[src/hw/ram_ecc_err_pkg.sv]
/*
 * Constants for the RAM ECC error status, mask and debug control registers.
 * Assumes a 32-bit configuration register port addressed by byte offset.
 */
package ram_ecc_err_pkg;
	localparam int unsigned CFG_ADDR_W = 12;
	localparam logic [CFG_ADDR_W-1:0] RAM_ERROR_STATUS_OFS = 12'h1cc;
	localparam logic [CFG_ADDR_W-1:0] RAM_ERROR_MASK_OFS = 12'h1d0;
	localparam logic [CFG_ADDR_W-1:0] DEBUG_CONTROL_OFS = 12'h1dc;

	// Status bit positions
	localparam int unsigned CPL_FIFO_OVF_BIT = 0;
	localparam int unsigned HDR_FIFO_OVF_BIT = 1;
	localparam int unsigned FACTORY_BIT = 2;
	localparam int unsigned DQ_LL_2BIT_LSB = 4;
	localparam int unsigned DQ_LL_1BIT_LSB = 6;
	localparam int unsigned SQ_LL_1BIT_OVF_BIT = 8;
	localparam int unsigned SQ_LL_2BIT_BIT = 9;
	localparam int unsigned RETRY_1BIT_OVF_BIT = 10;
	localparam int unsigned RETRY_2BIT_BIT = 11;
	localparam int unsigned SCHED_2BIT_LSB = 12;
	localparam int unsigned SCHED_1BIT_LSB = 16;
	localparam int unsigned TLPID_2BIT_LSB = 20;
	localparam int unsigned TLPID_1BIT_OVF_LSB = 24;

	// Bits present on every port and bits present only on RAM-owning ports
	localparam logic [31:0] FIFO_BITS = 32'h0000_0003;
	localparam logic [31:0] RAM_BITS = 32'h0777_7ff0;
	localparam logic [31:0] FACTORY_MASK = 32'h0000_0004;
	localparam logic [31:0] STATUS_RESET = 32'h0000_0000;

	// Debug control fields
	localparam int unsigned UPSTREAM_PORT_LSB = 8;
	localparam int unsigned UPSTREAM_PORT_W = 4;
	localparam int unsigned SW_CONFIG_BIT = 15;
	localparam logic [3:0] DBG_FACTORY_RO = 4'hf;
	localparam int unsigned DBG_FACTORY_RO_LSB = 0;
	localparam int unsigned DBG_FACTORY_RW_BIT = 7;
endpackage

[src/hw/ram_ecc_err_regs.sv]
/*
 * Sticky RAM ECC / FIFO overflow status with per-bit mask, interrupt request,
 * and the upstream port selection held in the debug control register.
 * Assumes error inputs are one-cycle (or level) pulses synchronous to clk,
 * srst is the fundamental reset, and the interrupt enable comes from the
 * port's MSI/INTx logic.
 */
// Notes on behaviour
// - Bits 4,5 set on link-list RAM instance 0/1 double-bit errors.
// - Bits 6,7 set on link-list RAM instance 0/1 single-bit errors.
// - Bit 8 source queue single-bit counter overflow; bit 9 double-bit error.
// - Retry buffer: bit 10 single-bit counter overflow, bit 11 double-bit error.
// - Bits 12-14 set on scheduler RAM double-bit errors, stations 0-2.
// - Bits 16-18 set on scheduler RAM single-bit errors, stations 0-2.
// - Bits 20-22 set on transaction ID RAM double-bit errors, stations 0-2.
// - Bits 24-26 set on transaction ID RAM counter overflows, stations 0-2.
// - Mask register bit set suppresses reporting of matching status bit.
// - Unmasked completion FIFO overflow raises interrupt when interrupts enabled.
// - RAM bits exist on ports 0, 8, 12; FIFO bits on nine ports.
// - Without software control, port number loads from straps; writes ignored.
// - Debug control bit 15: 0 straps decide, 1 software decides.
// - Every recorded error can raise the interrupt when unmasked and enabled.
`timescale 1ns/1ps
module ram_ecc_err_regs
	import ram_ecc_err_pkg::*;
#(
	parameter int unsigned PORT_NUM = 0
) (
	input wire logic clk,
	input wire logic srst,
	input wire logic cfg_wr,
	input wire logic cfg_rd,
	input wire logic [CFG_ADDR_W-1:0] cfg_addr,
	input wire logic [31:0] cfg_wdata,
	output logic [31:0] cfg_rdata,
	input wire logic cpl_fifo_ovf,
	input wire logic hdr_fifo_ovf,
	input wire logic [1:0] dq_ll_2bit_err,
	input wire logic [1:0] dq_ll_1bit_err,
	input wire logic sq_ll_1bit_ovf,
	input wire logic sq_ll_2bit_err,
	input wire logic retry_1bit_ovf,
	input wire logic retry_2bit_err,
	input wire logic [2:0] sched_2bit_err,
	input wire logic [2:0] sched_1bit_err,
	input wire logic [2:0] tlpid_2bit_err,
	input wire logic [2:0] tlpid_1bit_ovf,
	input wire logic int_enable,
	input wire logic [UPSTREAM_PORT_W-1:0] upstream_port_select_straps,
	output logic irq_request,
	output logic [UPSTREAM_PORT_W-1:0] upstream_port_num,
	output logic sw_config
);
	localparam bit RAM_PORT = (PORT_NUM == 0) || (PORT_NUM == 8) || (PORT_NUM == 12);
	localparam bit FIFO_PORT = RAM_PORT || (PORT_NUM == 1) || (PORT_NUM == 2) || (PORT_NUM == 9) ||
		(PORT_NUM == 10) || (PORT_NUM == 13) || (PORT_NUM == 14);
	localparam logic [31:0] STATUS_IMPL = (RAM_PORT ? RAM_BITS : 32'h0000_0000) | FIFO_BITS;
	localparam logic [31:0] MASK_IMPL = STATUS_IMPL | FACTORY_MASK;
	// Debug control only exists on port 0
	localparam bit DBG_PORT = (PORT_NUM == 0);

	localparam int unsigned DBG_FACTORY_RO_W = $bits(DBG_FACTORY_RO);

	// Elaboration checks: an unknown port, or package layouts that collide
	if (!FIFO_PORT) begin : g_bad_port
		$error("PORT_NUM is not one of the nine switch ports");
	end
	if ((RAM_BITS & FIFO_BITS) != 32'h0000_0000) begin : g_bits_overlap
		$error("RAM and FIFO status bits overlap");
	end
	if (((RAM_BITS | FIFO_BITS) & FACTORY_MASK) != 32'h0000_0000) begin : g_factory_overlap
		$error("Factory mask bit overlaps an event bit");
	end
	if (UPSTREAM_PORT_LSB + UPSTREAM_PORT_W > SW_CONFIG_BIT) begin : g_port_field
		$error("Upstream port field runs into the control source bit");
	end
	if (DBG_FACTORY_RO_LSB + DBG_FACTORY_RO_W > DBG_FACTORY_RW_BIT) begin : g_factory_field
		$error("Factory read-only field runs into the factory storage bit");
	end

	// Register write decode, shared by every write-side group
	function automatic logic wr_hit(
		input logic wr,
		input logic [CFG_ADDR_W-1:0] addr,
		input logic [CFG_ADDR_W-1:0] ofs
	);
		return wr && (addr == ofs);
	endfunction

	logic [31:0] status, next_status;
	logic [31:0] mask, next_mask;
	logic [UPSTREAM_PORT_W-1:0] next_upstream_port_num;
	logic next_sw_config;
	logic factory_rw, next_factory_rw;
	logic strap_pending, next_strap_pending;
	logic [31:0] next_cfg_rdata;
	logic [31:0] events;
	logic [31:0] dbg_read;

	always_comb begin
		// Levels: a held error keeps re-setting its bit after a clear
		events = 32'h0000_0000;
		events[CPL_FIFO_OVF_BIT] = cpl_fifo_ovf;
		events[HDR_FIFO_OVF_BIT] = hdr_fifo_ovf;
		events[DQ_LL_2BIT_LSB +: 2] = dq_ll_2bit_err;
		events[DQ_LL_1BIT_LSB +: 2] = dq_ll_1bit_err;
		events[SQ_LL_1BIT_OVF_BIT] = sq_ll_1bit_ovf;
		events[SQ_LL_2BIT_BIT] = sq_ll_2bit_err;
		events[RETRY_1BIT_OVF_BIT] = retry_1bit_ovf;
		events[RETRY_2BIT_BIT] = retry_2bit_err;
		events[SCHED_2BIT_LSB +: 3] = sched_2bit_err;
		events[SCHED_1BIT_LSB +: 3] = sched_1bit_err;
		events[TLPID_2BIT_LSB +: 3] = tlpid_2bit_err;
		events[TLPID_1BIT_OVF_LSB +: 3] = tlpid_1bit_ovf;
	end

	// Status and mask
	always_comb begin
		next_status = status;
		next_mask = mask;
		// Of the resets only srst clears status; hot reset never reaches here
		// write-one-clear, set wins
		if (wr_hit(cfg_wr, cfg_addr, RAM_ERROR_STATUS_OFS)) begin
			next_status = status & ~cfg_wdata;
		end
		next_status = (next_status | events) & STATUS_IMPL;
		if (wr_hit(cfg_wr, cfg_addr, RAM_ERROR_MASK_OFS)) begin
			next_mask = cfg_wdata & MASK_IMPL;
		end
	end

	always_ff @(posedge clk) begin
		if (srst) begin
			status <= STATUS_RESET;
			mask <= MASK_IMPL;
		end else begin
			status <= next_status;
			mask <= next_mask;
		end
	end

	// Combinational so an unmask or enable acts in the same cycle
	// unmasked status gated by enable
	assign irq_request = int_enable && |(status & ~mask & STATUS_IMPL);

	// Upstream port selection; strap sampled on first edge after reset release
	always_comb begin
		next_upstream_port_num = upstream_port_num;
		next_sw_config = sw_config;
		next_factory_rw = factory_rw;
		next_strap_pending = 1'b0;
		// Straps are not range checked; codes above 2h are the system's to avoid
		// straps load at reset release
		if (strap_pending) begin
			next_upstream_port_num = upstream_port_select_straps;
		end
		if (DBG_PORT && wr_hit(cfg_wr, cfg_addr, DEBUG_CONTROL_OFS)) begin
			next_sw_config = cfg_wdata[SW_CONFIG_BIT];
			next_factory_rw = cfg_wdata[DBG_FACTORY_RW_BIT];
			// software writes only when it owns the field
			if (sw_config && !strap_pending) begin
				next_upstream_port_num = cfg_wdata[UPSTREAM_PORT_LSB +: UPSTREAM_PORT_W];
			end
		end
	end

	always_ff @(posedge clk) begin
		if (srst) begin
			upstream_port_num <= '0;
			sw_config <= 1'b0;
			factory_rw <= 1'b0;
			strap_pending <= 1'b1;
		end else begin
			upstream_port_num <= next_upstream_port_num;
			sw_config <= next_sw_config;
			factory_rw <= next_factory_rw;
			strap_pending <= next_strap_pending;
		end
	end

	// A read in the cycle of a write returns the old value
	// Register read, one cycle latency; unmapped offsets read zero
	always_comb begin
		dbg_read = 32'h0000_0000;
		dbg_read[DBG_FACTORY_RO_LSB +: DBG_FACTORY_RO_W] = DBG_FACTORY_RO;
		dbg_read[DBG_FACTORY_RW_BIT] = factory_rw;
		dbg_read[UPSTREAM_PORT_LSB +: UPSTREAM_PORT_W] = upstream_port_num;
		dbg_read[SW_CONFIG_BIT] = sw_config;
		next_cfg_rdata = cfg_rdata;
		if (cfg_rd) begin
			unique case (cfg_addr)
				RAM_ERROR_STATUS_OFS: next_cfg_rdata = status & STATUS_IMPL;
				RAM_ERROR_MASK_OFS: next_cfg_rdata = mask & MASK_IMPL;
				DEBUG_CONTROL_OFS: next_cfg_rdata = DBG_PORT ? dbg_read : 32'h0000_0000;
				default: next_cfg_rdata = 32'h0000_0000;
			endcase
		end
	end

	always_ff @(posedge clk) begin
		if (srst) begin
			cfg_rdata <= 32'h0000_0000;
		end else begin
			cfg_rdata <= next_cfg_rdata;
		end
	end
endmodule // ram_ecc_err_regs

[config.mk]
export PLATFORM = sky130hd
export DESIGN_NAME = ram_ecc_err_regs
export DESIGN_NICKNAME = d
export VERILOG_FILES = /design/src/hw/ram_ecc_err_pkg.sv /design/src/hw/ram_ecc_err_regs.sv
export SDC_FILE = /design/constraint.sdc
export NUM_CORES = 1
export LEC_CHECK = 0
export BUFFER_PORTS_ARGS = -buffer_cell sky130_fd_sc_hd__buf_4
export CAP_MARGIN = 20
export CORE_ASPECT_RATIO = 1.2
export CORE_MARGIN = 2
export CORE_UTILIZATION = 54
export DETAILED_ROUTE_END_ITERATION = 12
export PLACE_DENSITY = 0.85
export REMOVE_ABC_BUFFERS = 1
export SLEW_MARGIN = 20
export SYNTH_ARGS = -nofsm -noshare
export SYNTH_HDL_FRONTEND = slang
export SYNTH_SLANG_ARGS = --single-unit
[constraint.sdc]
create_clock -name clk -period 4.4 [get_ports clk]
set_clock_uncertainty 0.1 [all_clocks]
set_input_delay 0.88 -clock clk [delete_from_list [all_inputs] [get_ports clk]]
set_output_delay 0.88 -clock clk [all_outputs]
set_load 0.02 [all_outputs]
Word level (Yosys, flattened, before mapping)
Index checks and enable logic that the tools add are counted.
{ "word_totals": {"reg_bits": 84, "latchBits": 0, "ram_bits": 0, "mem_bits_ro": 0, "output_inout_bits": 38, "elab_cells": 28, "memories": 0} }
{ "op_classes": {"add_sub_neg": 0, "n_mul": 0, "n_div": 0, "order_cmp": 0, "eq_ne": 3, "shifts": 0, "muxes": 6, "n_bitwise": 5, "reduce_logical": 7} }
{ "op_table": {"columns": ["operator", "count"], "rows": [
  ["27-bit case mux with 3 select lines", 1],
  ["27-bit bitwise AND", 2],
  ["27-bit inverter", 2],
  ["12-bit by 9-bit equality test with 1-bit output, second input constant", 3],
  ["27-bit two-way mux", 1],
  ["27-bit bitwise OR", 1],
  ["22-bit OR reduction", 1],
  ["4-bit two-way mux", 3],
  ["1-bit logical AND", 5],
  ["1-bit zero test", 1],
  ["1-bit two-way mux", 1]
]} }

Logic depth before layout (Yosys ltp)
{ "depth": {"ltp_word": 4, "ltp_mapped": 7} }

Least setup slack after synthesis
OpenSTA, ideal clock, no wires.
{ "synth_path": {"path_kind": "input to register", "startpoint": "input cfg_addr[1]", "endpoint": "register mask[13]", "setup_ns": 0.124, "arrival_time_ns": 2.281, "t_required_ns": 4.176, "slack_ns": 1.895, "stages": 5, "cell_sequence": "or4b_4 nor4_4 and2_1 buf_2 o21ai_0"} }
{ "synth_between": {"elab_chain_len": 2} }
{ "synth_rtl": {"columns": ["element", "line_no", "rtl"], "rows": [
  ["start: declaration", "ram_ecc_err_regs.sv:33", "input wire logic [CFG_ADDR_W-1:0] cfg_addr,"],
  ["12-bit by 9-bit equality test with 1-bit output", "ram_ecc_err_regs.sv:87", "return wr && (addr == ofs);"],
  ["1-bit logical AND", "ram_ecc_err_regs.sv:87", null],
  ["end signal: assignment", "ram_ecc_err_regs.sv:138", "mask <= next_mask;"],
  ["end: declaration", "ram_ecc_err_regs.sv:91", "logic [31:0] mask, next_mask;"]
]} }
Every way passes these cells.
A chain may end at the register's enable or synchronous reset.

Worst setup path after layout
{ "layout_path": {"startpoint": "register mask[9]", "endpoint": "output irq_request"} }
{ "layout_between": {"elab_chain_len": 4} }
{ "layout_rtl": {"columns": ["element", "line_no", "rtl"], "rows": [
  ["27-bit inverter", "ram_ecc_err_regs.sv:144", "assign irq_request = int_enable && |(status & ~mask & STATUS_IMPL);"],
  ["27-bit bitwise AND", "ram_ecc_err_regs.sv:144", null],
  ["22-bit OR reduction", "ram_ecc_err_regs.sv:144", null],
  ["1-bit logical AND", "ram_ecc_err_regs.sv:144", null],
  ["end: declaration", "ram_ecc_err_regs.sv:50", "output logic irq_request,"]
]} }
Every way passes these cells.

==> impl_metrics.py <==
metrics = {
    "die": {
        "core_region_area_sq_mm": 0.005973,
        "die_y_um": 89.68,
        "chipWidth_um": 75.40,
        "boundaryPins": 113,
        "start_util_pct": 55.30,
        "placementRows": 31,
        "die_area_sq_mm": 0.006761,
    },
    "run_status": {
        "status": "finished, final reports clean",
    },
    "worst_setup_path": {
        "arrival_ns": 1.86,
        "cp-start-kind": "register",
        "cp-startpoint": "mask[9]",
        "crit_path_end_kind": "output port",
        "reg2reg_from": "sw_config",
        "worstSetupPathType": "register to output port",
        "worst_ep_required_time_ns": 3.42,
        "cp_max_fo": 2,
        "rrSetupSlack_ns": 2.84,
    },
    "timing": {
        "fin_ws_ns": 1.557,
        "fin_crit_ns": 2.843,
        "drv_slew": 0,
        "fin_tns_setup_ns": 0,
        "tightest_slew_ns": 1.100,
        "rsz0062_at_grt": "no",
        "period_share_pct": 64.61,
        "whs_ns": 0.3560,
        "timing.fmax_mhz": 351.8,
        "hold_viol_final": 0,
        "setup_viol": 0,
        "relSlewSlack_pct": 26.24,
    },
    "route": {
        "ant_nets": 0,
        "drc": 0,
        "routed_wl_um": 8977,
        "viasPerCell": 5.769,
        "drt_iter0_markers": 302,
        "vias": 3219,
        "dr.pass1.iters": 5,
        "detail_route.wl_per_cell_um": 16.09,
    },
    "layout": {
        "synthToLayoutAreaGrowth_pct": 29.62,
        "post-route-util_pct": 71.68,
        "final_area_sq_mm": 0.004282,
        "fin_cells": 558,
        "drive_above_1_share_pct": 26.89,
        "nFillCells": 485,
        "antenna_cells": 0,
        "nets": 546,
    },
    "cts": {
        "cts.clk_slew.worst_paths_ns": 0.08,
        "cts_buffers": 9,
        "cts_hold_buf": 0,
        "cts.sinks": 77,
        "clockRootBuffer": "clkbuf_8",
        "h-tree-depth": 3,
        "clkLatencyLatePin_ns": 0.34,
        "clock_path_buffers": 2,
        "cts_tree": "yes",
        "cts_setup_buffers": 0,
        "cts-resized-gates": 0,
    },
    "hold_path": {
        "hold_class": "register to register",
        "hp-start": "cfg_rdata[25]",
    },
    "placement": {
        "post-place-cells": 542,
        "placed_area_sq_mm": 0.004043,
        "post-place-ws_ns": 1.302,
        "gp_congestion": 0.8072,
        "io_buffers": 97,
        "hpwl_um": 6084,
    },
    "yosys": {
        "synth_flop_cell": "dfxtp_1",
        "synth_edf_count": 0,
        "ys_seq_elements": 77,
        "syn_avg_cell_area_sq_um": 8.624,
        "netlist_instances": 383,
        "seq_area_frac_synth_pct": 46.67,
        "synth_warnings": 0,
        "synth_top_cells_by_area": "dfxtp_1 47%, a22oi_1 5.9%, a311oi_1 5.8%, inv_1 5.1%, o21ai_0 4.8%",
        "yosysTopAreaCell": "dfxtp_1",
        "async_flop_share_pct": 0,
        "netlist_area_sq_mm": 0.003303,
        "synth_cell_types": 42,
        "synth.top_cell.area_share_pct": 46.67,
    },
    "grt": {
        "grt_overflow": 0,
        "antenna_found_initial": 0,
        "grt_max_degree": 58,
        "grt.total_usage_pct": 27.72,
        "grt_pass1_wl_um": 14390,
        "grt_pass1_vias": 3082,
    },
    "power": {
        "power_mw": 1.492,
        "powerDensity_mw_per_mm2": 348.5,
        "power.leakage_nw": 1.979,
        "vdd_drop_max_mv": 0.1946,
    },
    "job": {
        "cap_violations": 0,
    },
}
synth_stat cells (5+ instances only):
cell type  instances
a22oi_1           26
nand2_1           29
nand3_1            5
inv_1             45
nor2_1            32
mux2i_1            5
a31oi_1           23
buf_2              5
buf_4              8
o21ai_0           32
o21ai_1           10
a311oi_1          22
a21oi_1            7
clkbuf_1          13
dfxtp_1           77
worst paths after layout:
| check | endpoint | cells past startpoint |
|---|---|---|
| setup / recovery | irq_request | 6 |
| hold / removal | cfg_rdata[25] | 2 |
| setup reg to reg | upstream_port_num[1] | 5 |
| hold reg to reg | cfg_rdata[25] | 2 |
metal layers:
metal	global-route usage, %	vias to the layer above	routed length, um	part of all wire [%]
met5	0	-	0	0
met4	7.974	0	160	1.8
met3	5.692	17	567	6.3
met2	48.54	145	4619	51
met1	34.20	1511	3629	40
li1	-	1546	-	-
critical path, stage by stage, from the launching register on:
cell      delay (ns)
dfxtp_1         0.34
inv_1           0.07
a22o_1          0.23
a221oi_1        0.37
nand4_1         0.17
o21a_1          0.20
buf_4           0.15
logic make-up after synthesis:
kind of cell           after synthesis  synth area share, %
AO/OA/AOI/OAI                      134                27.20
AND/OR/NAND/NOR                     88                13.60
flip-flops                          77                46.67
buffers and inverters               74                9.545
multiplexers                         9                2.879
other                                1               0.1135
placed cells by master, fill, tap and decap left out, types with 10 or more instances in the layout:
master	n
a31oi_1	23
a22oi_1	26
o21ai_0	32
buf_4	100
a311oi_1	22
dfxtp_1	77
inv_1	45
nor2_1	32
o21ai_1	10
nand2_1	29
power breakdown:
group | switching, mW | internal [mW] | total [mW]
Clock | 0.253 | 0.377 | 0.630
Sequential | 0.0162 | 0.714 | 0.730
Combinational | 0.0662 | 0.0657 | 0.132
registers in the layout, indices dropped and copies added, names as in the netlist:
register and flops:
strap_pending 1, upstream_port_num 4, factory_rw 1, status 22, cfg_rdata 25, sw_config 1
mask 23
area by class of cell:
cell class / instances / area (sq um) / area share [%]
sequential: 77 / 1541 / 36.00
multi-input combinational: 238 / 1479 / 34.54
timing repair buffer: 100 / 750.7 / 17.53
inverter: 45 / 168.9 / 3.945
clock buffer: 10 / 127.6 / 2.981
clock inverter: 6 / 111.4 / 2.601
tap: 82 / 102.6 / 2.396
Note: power is estimated with default switching activity, not from simulation.
